===== config.mk =====
export PLATFORM = sky130hd
export DESIGN_NAME = csr_core_regs
export DESIGN_NICKNAME = d
export VERILOG_FILES = /design/src/csr_pkg.sv /design/src/csr_flag_alu.sv /design/src/csr_core_regs.sv
export SDC_FILE = /design/constraint.sdc
export NUM_CORES = 1
export LEC_CHECK = 0
export ABC_AREA = 1
export BUFFER_PORTS_ARGS = -buffer_cell sky130_fd_sc_hd__buf_2
export CORE_AREA = 2 2 85 87
export DETAILED_ROUTE_END_ITERATION = 8
export DIE_AREA = 0 0 87 89
export MAX_ROUTING_LAYER = met4
export PLACE_DENSITY = 0.54
export SYNTH_ARGS = -nofsm -noshare
export SYNTH_HDL_FRONTEND = slang
export SYNTH_SLANG_ARGS = --single-unit

===== constraint.sdc =====
create_clock -name i_clk -period 1.25 [get_ports i_clk]
set_input_delay 0.125 -clock i_clk [delete_from_list [all_inputs] [get_ports i_clk]]
set_output_delay 0.125 -clock i_clk [all_outputs]
set_load 0.005 [all_outputs]

===== src/csr_pkg.sv =====
// Package of constants and carrier types for the core status and option registers.
package csr_pkg;

    localparam int unsigned CSR_W = 8;
    localparam int unsigned CSR_PINS = 6;

    // Status register address in the file map and its field positions.
    localparam logic [4:0] CSR_STATUS_ADDR = 5'h03;
    localparam int unsigned CSR_BIT_C = 0;
    localparam int unsigned CSR_BIT_NCARRY = 1;
    localparam int unsigned CSR_BIT_Z = 2;
    localparam int unsigned CSR_BIT_SLEEP = 3;
    localparam int unsigned CSR_BIT_EXPIRY = 4;
    localparam int unsigned CSR_BIT_PAGE = 5;
    localparam int unsigned CSR_BIT_RSVD = 6;
    localparam int unsigned CSR_BIT_WAKE = 7;

    // Option register field positions.
    localparam int unsigned CSR_OPT_WAKE_N = 7;
    localparam int unsigned CSR_OPT_PULL_N = 6;
    localparam int unsigned CSR_OPT_TSRC = 5;
    localparam int unsigned CSR_OPT_TEDGE = 4;
    localparam int unsigned CSR_OPT_PRESCALE = 3;

    // Values after reset, and the page size.
    localparam logic [7:0] CSR_OPT_RESET = 8'hFF;
    localparam logic [7:0] CSR_STATUS_POR = 8'h18;
    localparam logic [9:0] CSR_PAGE_SIZE = 10'h200;

    // Operation class presented by the execution core with each write.
    typedef enum logic [2:0] {
        CSR_OP_NONE = 3'b000,
        CSR_OP_PLAIN = 3'b001,
        CSR_OP_CLEAR = 3'b010,
        CSR_OP_ADD = 3'b011,
        CSR_OP_SUB = 3'b100,
        CSR_OP_ROTR = 3'b101,
        CSR_OP_ROTL = 3'b110,
        CSR_OP_LOGIC = 3'b111
    } csr_op_e;

    // One result from the execution core.
    typedef struct packed {
        logic valid;
        csr_op_e op;
        logic dest_status;
        logic [7:0] wdata;
        logic [7:0] opa;
        logic [7:0] opb;
        logic [7:0] operand;
    } csr_exec_s;

    // Hardware events for the reset-cause flags.
    typedef struct packed {
        logic watchdog_clear;
        logic sleep;
        logic watchdog_expire;
        logic pin_wake_reset;
        logic other_reset;
    } csr_event_s;

    // Decoded option fields.
    typedef struct packed {
        logic wake_disable_n;
        logic pullup_disable_n;
        logic timer_source_select;
        logic timer_edge_select;
        logic prescaler_assign;
        logic [2:0] rate;
    } csr_opt_s;

    // Whole state of the register bank.
    typedef struct packed {
        logic [7:0] status;
        logic [7:0] option;
    } csr_state_s;

endpackage


===== src/csr_flag_alu.sv =====
// Flag generator: zero for add, subtract and logic, nibble carry for add and subtract, carry for add, subtract and rotates.
`timescale 1ns/1ps
module csr_flag_alu
    import csr_pkg::*;
(
    input wire csr_op_e i_op,
    input wire logic [7:0] i_opa,
    input wire logic [7:0] i_opb,
    input wire logic [7:0] i_operand,
    output logic o_affects,
    output logic o_affects_carry,
    output logic o_zero,
    output logic o_nibble_carry,
    output logic o_carry
);

    logic [8:0] sum;
    logic [4:0] nsum;
    logic [7:0] res;

    // Subtraction is done as a plus not b plus one so carry reads as inverted borrow.
    always_comb
    begin
        sum = 9'h000;
        nsum = 5'h00;
        res = i_operand;
        o_affects = 1'b0;
        o_affects_carry = 1'b0;
        o_nibble_carry = 1'b0;
        o_carry = 1'b0;
        unique case (i_op)
            CSR_OP_ADD:
            begin
                sum = {1'b0, i_opa} + {1'b0, i_opb};
                nsum = {1'b0, i_opa[3:0]} + {1'b0, i_opb[3:0]};
                res = sum[7:0];
                o_affects = 1'b1;
                o_affects_carry = 1'b1;
                o_nibble_carry = nsum[4];
                o_carry = sum[8];
            end
            CSR_OP_SUB:
            begin
                sum = {1'b0, i_opa} + {1'b0, ~i_opb} + 9'h001;
                nsum = {1'b0, i_opa[3:0]} + {1'b0, ~i_opb[3:0]} + 5'h01;
                res = sum[7:0];
                o_affects = 1'b1;
                o_affects_carry = 1'b1;
                o_nibble_carry = nsum[4];
                o_carry = sum[8];
            end
            CSR_OP_ROTR:
            begin
                o_affects_carry = 1'b1;
                o_carry = i_operand[0];
            end
            CSR_OP_ROTL:
            begin
                o_affects_carry = 1'b1;
                o_carry = i_operand[7];
            end
            CSR_OP_LOGIC:
            begin
                o_affects = 1'b1;
            end
            CSR_OP_NONE, CSR_OP_PLAIN, CSR_OP_CLEAR:
            begin
                o_affects = 1'b0;
            end
        endcase
    end

    // Zero reflects the full 8-bit result.
    assign o_zero = (res == 8'h00);

endmodule


===== src/csr_core_regs.sv =====
// Core status register and write-only option register with pin override logic.
`timescale 1ns/1ps

module csr_core_regs
    import csr_pkg::*;
(
    input wire logic i_clk,
    input wire logic i_rst,
    input wire csr_exec_s i_exec,
    input wire csr_event_s i_evt,
    input wire logic i_opt_load,
    input wire logic [7:0] i_w,
    input wire logic [CSR_PINS-1:0] i_pin_direction_bit,
    input wire logic [CSR_PINS-1:0] i_pin_has_wake,
    input wire logic [CSR_PINS-1:0] i_timer_pin_mask,
    output logic [7:0] o_status,
    output logic o_page_select_bit,
    output csr_opt_s o_opt,
    output logic [CSR_PINS-1:0] o_wake_enable,
    output logic [CSR_PINS-1:0] o_pullup_enable,
    output logic [CSR_PINS-1:0] o_dir_effective
);

    csr_state_s st_q;
    csr_state_s st_d;
    logic aff;
    logic aff_c;
    logic z_new;
    logic ncarry_new;
    logic c_new;
    logic st_write;

    // Flag generation lives in its own module so the datapath can share it.
    csr_flag_alu u_alu (
        .i_op(i_exec.op),
        .i_opa(i_exec.opa),
        .i_opb(i_exec.opb),
        .i_operand(i_exec.operand),
        .o_affects(aff),
        .o_affects_carry(aff_c),
        .o_zero(z_new),
        .o_nibble_carry(ncarry_new),
        .o_carry(c_new)
    );

    assign st_write = i_exec.valid && i_exec.dest_status;

    // Next-state logic; hardware flag updates are applied after the write so they win.
    always_comb
    begin
        st_d = st_q;
        if (st_write)
        begin
            // Only bits 7:5 and the arithmetic flags take the written data.
            st_d.status[7:5] = i_exec.wdata[7:5];
            if (i_exec.op == CSR_OP_CLEAR)
            begin
                st_d.status[7:5] = 3'b000;
            end
            // Any operation that computes even one flag blocks all three written flags.
            else if (!aff && !aff_c)
            begin
                st_d.status[2:0] = i_exec.wdata[2:0];
            end
        end
        // Results of flag-affecting operations override any written value.
        if (i_exec.valid)
        begin
            if (aff)
            begin
                st_d.status[CSR_BIT_Z] = z_new;
            end
            if (i_exec.op == CSR_OP_ADD || i_exec.op == CSR_OP_SUB)
            begin
                st_d.status[CSR_BIT_NCARRY] = ncarry_new;
            end
            if (aff_c)
            begin
                st_d.status[CSR_BIT_C] = c_new;
            end
            if (i_exec.op == CSR_OP_CLEAR && i_exec.dest_status)
            begin
                st_d.status[CSR_BIT_Z] = 1'b1;
            end
        end
        // Reset-cause flags other than the bit 7 wake flag move only on hardware events; writes never reach them.
        if (i_evt.watchdog_expire)
        begin
            st_d.status[CSR_BIT_EXPIRY] = 1'b0;
        end
        else if (i_evt.watchdog_clear || i_evt.sleep)
        begin
            st_d.status[CSR_BIT_EXPIRY] = 1'b1;
        end
        if (i_evt.sleep)
        begin
            st_d.status[CSR_BIT_SLEEP] = 1'b0;
        end
        else if (i_evt.watchdog_clear)
        begin
            st_d.status[CSR_BIT_SLEEP] = 1'b1;
        end
        // A non-power-up reset records its cause and clears the page bit.
        if (i_evt.pin_wake_reset || i_evt.other_reset)
        begin
            st_d.status[CSR_BIT_WAKE] = i_evt.pin_wake_reset;
            st_d.status[CSR_BIT_PAGE] = 1'b0;
            st_d.option = CSR_OPT_RESET;
        end
        else if (i_opt_load)
        begin
            st_d.option = i_w;
        end
    end

    // Power-on reset: arithmetic flags are unspecified, zero is chosen here.
    always_ff @(posedge i_clk or posedge i_rst)
    begin
        if (i_rst)
        begin
            st_q.status <= CSR_STATUS_POR;
            st_q.option <= CSR_OPT_RESET;
        end
        else
        begin
            st_q <= st_d;
        end
    end

    assign o_status = st_q.status;
    assign o_page_select_bit = st_q.status[CSR_BIT_PAGE];
    // Option has no read path back to the core; only decoded fields leave.
    assign o_opt = csr_opt_s'(st_q.option);

    // Per-pin gating of option requests by the direction bits.
    genvar gi;
    generate
        for (gi = 0; gi < CSR_PINS; gi++)
        begin : g_pin
            assign o_wake_enable[gi] = i_pin_has_wake[gi] && i_pin_direction_bit[gi]
                && !st_q.option[CSR_OPT_WAKE_N];
            assign o_pullup_enable[gi] = i_pin_has_wake[gi] && i_pin_direction_bit[gi]
                && !st_q.option[CSR_OPT_PULL_N];
            assign o_dir_effective[gi] = i_pin_direction_bit[gi]
                || (i_timer_pin_mask[gi] && st_q.option[CSR_OPT_TSRC]);
        end
    endgenerate

    // Checks on the register bank behaviour.
    a_opt_reset_ones: assert property (@(posedge i_clk) disable iff (i_rst)
        i_evt.other_reset |=> st_q.option == CSR_OPT_RESET)
        else $error("option not all ones after reset");
    a_opt_load_copy: assert property (@(posedge i_clk) disable iff (i_rst)
        (i_opt_load && !i_evt.other_reset && !i_evt.pin_wake_reset)
        |=> st_q.option == $past(i_w))
        else $error("option load lost data");
    a_cause_write_ign: assert property (@(posedge i_clk) disable iff (i_rst)
        (!i_evt.watchdog_clear && !i_evt.sleep && !i_evt.watchdog_expire)
        |=> $stable(st_q.status[4:3]))
        else $error("reset-cause flag moved without event");
    a_sleep_flags: assert property (@(posedge i_clk) disable iff (i_rst)
        (i_evt.sleep && !i_evt.watchdog_expire) |=> st_q.status[4:3] == 2'b10)
        else $error("sleep did not set expiry, clear sleep flag");
    a_clear_status: assert property (@(posedge i_clk) disable iff (i_rst)
        (st_write && i_exec.op == CSR_OP_CLEAR && !i_evt.pin_wake_reset && !i_evt.other_reset)
        |=> st_q.status[7:5] == 3'b000 && st_q.status[2])
        else $error("clear of status wrong");
    a_plain_keeps: assert property (@(posedge i_clk) disable iff (i_rst)
        (st_write && i_exec.op == CSR_OP_PLAIN)
        |=> st_q.status[2:0] == $past(i_exec.wdata[2:0]))
        else $error("plain write lost flags");
    a_wake_cause: assert property (@(posedge i_clk) disable iff (i_rst)
        i_evt.pin_wake_reset |=> st_q.status[7] && !st_q.status[5])
        else $error("wake cause or page wrong after reset");
    a_pin_gate: assert property (@(posedge i_clk) disable iff (i_rst)
        !i_pin_direction_bit[0] |-> !o_wake_enable[0] && !o_pullup_enable[0])
        else $error("output pin has wake or pull-up");
    a_rot_carry: assert property (@(posedge i_clk) disable iff (i_rst)
        (i_exec.valid && i_exec.op == CSR_OP_ROTR)
        |=> st_q.status[0] == $past(i_exec.operand[0]))
        else $error("rotate carry wrong");
    // A rotate into status must not let the written zero or nibble carry through.
    a_rot_blocks: assert property (@(posedge i_clk) disable iff (i_rst)
        (st_write && (i_exec.op == CSR_OP_ROTR || i_exec.op == CSR_OP_ROTL))
        |=> st_q.status[2:1] == $past(st_q.status[2:1]))
        else $error("rotate let written flags through");
    c_opt_load: cover property (@(posedge i_clk) disable iff (i_rst) i_opt_load);
    c_sleep: cover property (@(posedge i_clk) disable iff (i_rst) i_evt.sleep);
    c_sub_write: cover property (@(posedge i_clk) disable iff (i_rst)
        st_write && i_exec.op == CSR_OP_SUB);

endmodule


==> flow_summary.ini, run 1 <==
[setup_path]
start_kind = input port
r2r_cells = 3
crit_family = simple AND/OR/NAND/NOR gates
cp.depth = 14
critical_path_arrival_ns = 1.47
r2r_slack_ns = 0.28
cpPeakStageDelay_ns = 0.34
path_max_fanout = 3
slowest_stage = fa_2
path_class = in -> reg
crit_top_cell = nand2_1
worstPathCellList = buf_8 -> inv_4 -> ha_4 -> fa_2 -> inv_2 -> nand3_2 -> nand3_1 -> nand2_1 -> a21boi_2 -> nor2_4 -> nand3_1 -> nand2_1 -> nand2_1 -> nand2_1
cp.required_ns = 1.39
cp_num_buf_inv = 3
end_kind = flip-flop

[grt]
grt-ovfl-total = 0
grt_max_degree = 17
grt_pass1_wl_um = 8830
grt_util_all_layers = 0.141
grt_pass1_vias = 2121
antenna_found_initial = 0

[sta]
fin_setup_tns_ns = -0.101
hold_viol = 0
tightestPinTransition_ns = 0.315
slew_viol_final = 0
finalSetupViolCount = 2
fin_crit_sh = 1.07
setup_slack_ns = -0.0823
period_needed_ns = 1.33
fmax_mhz = 751
slew_headroom = 0.790
rsz0062_at_grt = yes
skew_ns = 0

[clocking]
cts_max_path_buffers = 2
clkLatencyLatePin_ns = 0.25
cts_inserted_buffers = 3
clock-sinks = 16
clk_pin_slew_ns = 0.06
htree_levels = 1
cts-root-buf = clkbuf_8
cts_tree = built

[finish]
drive_above_1_share = 0.439
final_cell_mix = buf_2 (100), nand2_1 (96), inv_1 (43)
area_delta_synth_final_pct = 55.2
num-nets-final = 526
antennaDiodeCount = 0
final_common_cell = buf_2
final_util = 0.430
layoutNonFillerInstCount = 515

[yosys]
ys_seq_area_frac = 0.222
syn_inst = 301
synth.distinct_cells = 34
synth.avg_cell_area_um2 = 6.19
synth_nets = 391
synth-seq-cells = 16
synth_area_um2 = 1860
yosys_warnings = 0

[floorplan]
dieArea_um2 = 7740
core_area_um2 = 6720
die_h_um = 89
row_count = 30
die_w_um = 87
pin_count = 106
start_util = 0.277

[pwr]
power_density_nw_per_um2 = 654
p_total_mw = 1.89
leakage_nw = 1.68
peakVddDrop_v = 0.000246

[route]
vias = 2299
ant_nets = 0
viasPerCell = 4.46
drt_iter0_markers = 96
wire_per_inst_um = 10.7
routed_wl_um = 5490
drt-pass1-iter-count = 4
route.detailed.drc = 0

[run]
drv_cap = 0

[outcome]
failed_checks = setup timing
status = finished with violations

[placement]
dp.cells = 507
post-dp-hpwl_um = 4620
io_buffers = 103
gp_congestion = 0.871

[min_path]
hold_depth = 2
hp-class = in -> reg
layer usage:
layer | wire length (um) | track usage | up-vias
li1 | - | - | 1216
met1 | 2500 | 0.172 | 999
met2 | 2600 | 0.250 | 82
met3 | 361 | 0.0166 | 2
met4 | 27 | 0.0355 | 0
met5 | 0 | - | -
worst register-to-register path, cell delays in order (launching register included):
cell and delay, ns:
dfrtp_1 0.38, mux2_2 0.26, a22oi_1 0.16, nand2_1 0.07
sequential cells by signal, indices dropped and copies added, names as in the netlist:
| register | count |
|---|---|
| o_status | 8 |
| o_opt | 8 |
through the flow:
| step | instance area (um2) | hold WS [ns] | setup WS, ns |
|---|---|---|---|
| floorplan | 1890 | 0.0316 | -0.194 |
| global placement | 2680 | 0.140 | -0.438 |
| detailed placement | 2680 | 0.142 | -0.457 |
| CTS | 2840 | 0.000474 | -0.0655 |
| global route | 2890 | 0.00567 | -0.207 |
| finish | 2890 | 0.00576 | -0.0823 |
where the power goes:
| part | switching (mW) | leakage, nW | internal, mW |
|---|---|---|---|
| Combinational | 0.465 | 1.48 | 0.435 |
| Sequential | 0.0282 | 0.181 | 0.570 |
| Clock | 0.167 | 0.0228 | 0.225 |
repair_timing:
item	CTS	global route
setup endpoints to repair	3	7
pin swaps	9	5
hold buffers	2	0
hold endpoints to repair	7	0
resized for setup	25	11
setup buffers	1	1
final timing paths:
kind,endpoint,startpoint
max,o_status[2]$_DFF_PP0_,i_exec[16]
min reg2reg,o_opt[4]$_DFFE_PP1P_,o_opt[4]$_DFFE_PP1P_
min,o_status[3]$_DFFE_PP1P_,i_evt[3]
max reg2reg,o_status[2]$_DFF_PP0_,o_status[2]$_DFF_PP0_
max in group asynchronous,o_opt[5]$_DFFE_PP1P_,i_rst
min in group asynchronous,o_status[7]$_DFFE_PP0P_,i_rst
kinds of logic after synthesis:
group / Yosys count / share of synthesized area
buffers and inverters: 59 / 0.131
AND/OR/NAND/NOR: 186 / 0.427
multiplexers: 2 / 0.0121
flip-flops: 16 / 0.222
AO/OA/AOI/OAI: 18 / 0.0678
XOR/XNOR: 1 / 0.00470
adder cells (fa/ha/maj): 19 / 0.136
cell type report:
class	count	area, um2
Clock buffer	4	45.0
Fill cell	714	3830
Sequential cell	16	413
Inverter	51	195
Timing Repair Buffer	138	806
Multi-Input combinational cell	226	1330
Tap cell	80	100
cells in the mapped netlist:
library cell / number / area share
o21ai_1: 1 / 0.0027
clkinv_2: 1 / 0.0027
xor2_1: 1 / 0.0047
nand2_2: 3 / 0.010
dfrtp_1: 6 / 0.081
dfstp_2: 10 / 0.14
a22oi_1: 1 / 0.0040
a21oi_1: 7 / 0.019
clkbuf_1: 2 / 0.0040
nor3_1: 14 / 0.038
inv_2: 2 / 0.0040
nor2_2: 1 / 0.0034
nand4_1: 8 / 0.027
nor2_1: 23 / 0.046
a22o_1: 1 / 0.0047
a221oi_2: 1 / 0.0081
ha_1: 17 / 0.11
nand3_1: 30 / 0.081
o21ai_2: 1 / 0.0047
fa_1: 2 / 0.021
a21boi_1: 1 / 0.0040
buf_6: 1 / 0.0060
a21oi_2: 2 / 0.0094
nand3b_1: 1 / 0.0040
or2_2: 1 / 0.0034
mux2_2: 2 / 0.012
buf_2: 2 / 0.0054
a21o_1: 1 / 0.0040
nand2_1: 104 / 0.21
nand3_2: 1 / 0.0054
o21ai_0: 1 / 0.0027
o311ai_0: 1 / 0.0047
buf_4: 3 / 0.012
inv_1: 48 / 0.097
Power figures use the tool's default switching activity.
==> run 2, diff against run 1 <==
- clock period: 1.25 -> 1.3 ns (I/O delays scaled with it)
==> flow_summary.ini, run 2 (synthesis gave the netlist of run 1 again) <==
[run]
drv_cap = 0

[finish]
drive_above_1_share = 0.452
area_delta_synth_final_pct = 58.0
regArea_um2 = 413
antennaDiodeCount = 0
final_common_cell = buf_2
multi_input_area_um2 = 1330
final_cell_mix = buf_2 (100), nand2_1 (96), inv_1 (41)
fillerInstances = 705
layoutNonFillerInstCount = 520
final_util = 0.438
num-nets-final = 531

[sta]
skew_ns = 0
hold_viol = 0
tightestPinTransition_ns = 0.599
holdWs_ns = 0.0941
slew_viol_final = 0
slew_headroom = 0.600
finalSetupViolCount = 1
fmax_mhz = 755
rsz0062_at_grt = yes
period_needed_ns = 1.32
fin_crit_sh = 1.02
setup_slack_ns = -0.0246

[route]
drt_iter0_markers = 55
wire_per_inst_um = 10.6
ant_nets = 0
viasPerCell = 4.42
routed_wl_um = 5510
route.detailed.drc = 0
drt-pass1-iter-count = 4
vias = 2300

[grt]
antenna_found_initial = 0
grt-ovfl-total = 0
grt_max_degree = 17
grt_pass1_vias = 2153
grt_pass1_wl_um = 8820
grt_util_all_layers = 0.140

[setup_path]
r2r_end = o_status[2]$_DFF_PP0_
critical_path_arrival_ns = 1.52
path_class = in -> reg
end_kind = flip-flop
crit_top_cell = nand2_1
start_kind = input port
r2r_cells = 3
reg2reg_from = o_status[2]$_DFF_PP0_
cpPeakStageDelay_ns = 0.35
cp-endpoint = o_status[2]$_DFF_PP0_
worstPathCellList = buf_8 -> inv_4 -> ha_4 -> fa_2 -> inv_2 -> nand3_2 -> nand2_2 -> nand2_1 -> nand2_1 -> a21boi_2 -> nor2_2 -> nand3_1 -> nand2_1 -> nand2_1 -> nand2_1
r2r_slack_ns = 0.33
cp.required_ns = 1.49
slowest_stage = fa_2
cp-startpoint = i_exec[16]
path_max_fanout = 3

[clocking]
cts-root-buf = clkbuf_8
cts_tree = built
cts_max_path_buffers = 2
clock-sinks = 16
clkLatencyLatePin_ns = 0.25
clk_pin_slew_ns = 0.06
cts_inserted_buffers = 3
htree_levels = 1

[floorplan]
row_count = 30
core_area_um2 = 6720
die_w_um = 87
pin_count = 106
dieArea_um2 = 7740
die_h_um = 89
start_util = 0.277

[placement]
dp_slack_ns = -0.427
gp_congestion = 0.883
post-dp-hpwl_um = 4660
io_buffers = 103
dp.cells = 510

[min_path]
hp-class = in -> reg

[pwr]
power_density_nw_per_um2 = 647
leakage_nw = 1.71
peakVddDrop_v = 0.000252

[outcome]
failed_checks = setup timing
status = finished with violations
## run 2: changes by cell type in the layout (fill, tap and decap cells not counted), sizes merged
cell,previous run,this run
buf,136,140
dlygate4sd3,2,3
## run 2: layout make-up
class                   count  area share
clock buffers               4      0.0187
repair buffers            143       0.289
flip-flops and latches     16       0.140
multi-input cells         226       0.452
inverters                  51      0.0663
well taps                  80      0.0340
## run 2: layer usage
layer,vias to the layer above,share of wire,global-route usage
met5,-,0,-
met4,0,0.015,0.0426
met3,8,0.070,0.0203
met2,75,0.48,0.248
met1,986,0.44,0.165
li1,1231,-,-
## run 2: power by group
part / leakage, nW / total (mW) / switching (mW) / internal [mW]
clock network: 0.0288 / 0.438 / 0.169 / 0.269
registers: 0.181 / 0.575 / 0.0266 / 0.548
logic: 1.50 / 0.893 / 0.452 / 0.440
total: 1.71 / 1.91 / 0.649 / 1.26
## run 2: worst min path at each step
| stage | start | endpoint | slack [ns] | cells after the start |
|---|---|---|---|---|
| 5_1_grt | i_w[3] | o_opt[3]$_DFFE_PP1P_ | 0.11 | 3 |
| 2_1_floorplan | i_rst | o_status[0]$_DFF_PP0_ | 0.04 | 1 |
| 3_5_place_dp | i_rst | o_status[7]$_DFFE_PP0P_ | 0.23 | 2 |
| 4_1_cts | i_w[6] | o_opt[6]$_DFFE_PP1P_ | 0.09 | 3 |
| 6_report | i_w[3] | o_opt[3]$_DFFE_PP1P_ | 0.09 | 3 |
| 3_3_place_gp | i_rst | o_status[7]$_DFFE_PP0P_ | 0.23 | 2 |
## run 2: stage by stage
step	area (um2)	power, mW	setup TNS [ns]
2_1_floorplan	1880	1.02	-0.265
3_3_place_gp	2700	1.38	-1.05
3_5_place_dp	2700	1.39	-1.15
4_1_cts	2860	1.88	-0.139
5_1_grt	2940	2.08	-0.297
6_report	2940	1.91	-0.0246
## run 2: what timing repair did
item	CTS	global route
endpoints found under the setup margin	3	3
gates resized for setup	15	25
buffers inserted	2	1
pin swaps	14	16
endpoints found under the hold margin	8	0
hold buffers	3	0
## run 2: worst max-delay path, delay by kind of cell
family / cells / cell delay [ns]
buffers and inverters: 3 / 0.20
and+or+nand+nor: 9 / 0.64
adders and majority gates: 2 / 0.50
AOI/OAI and AO/OA: 1 / 0.05
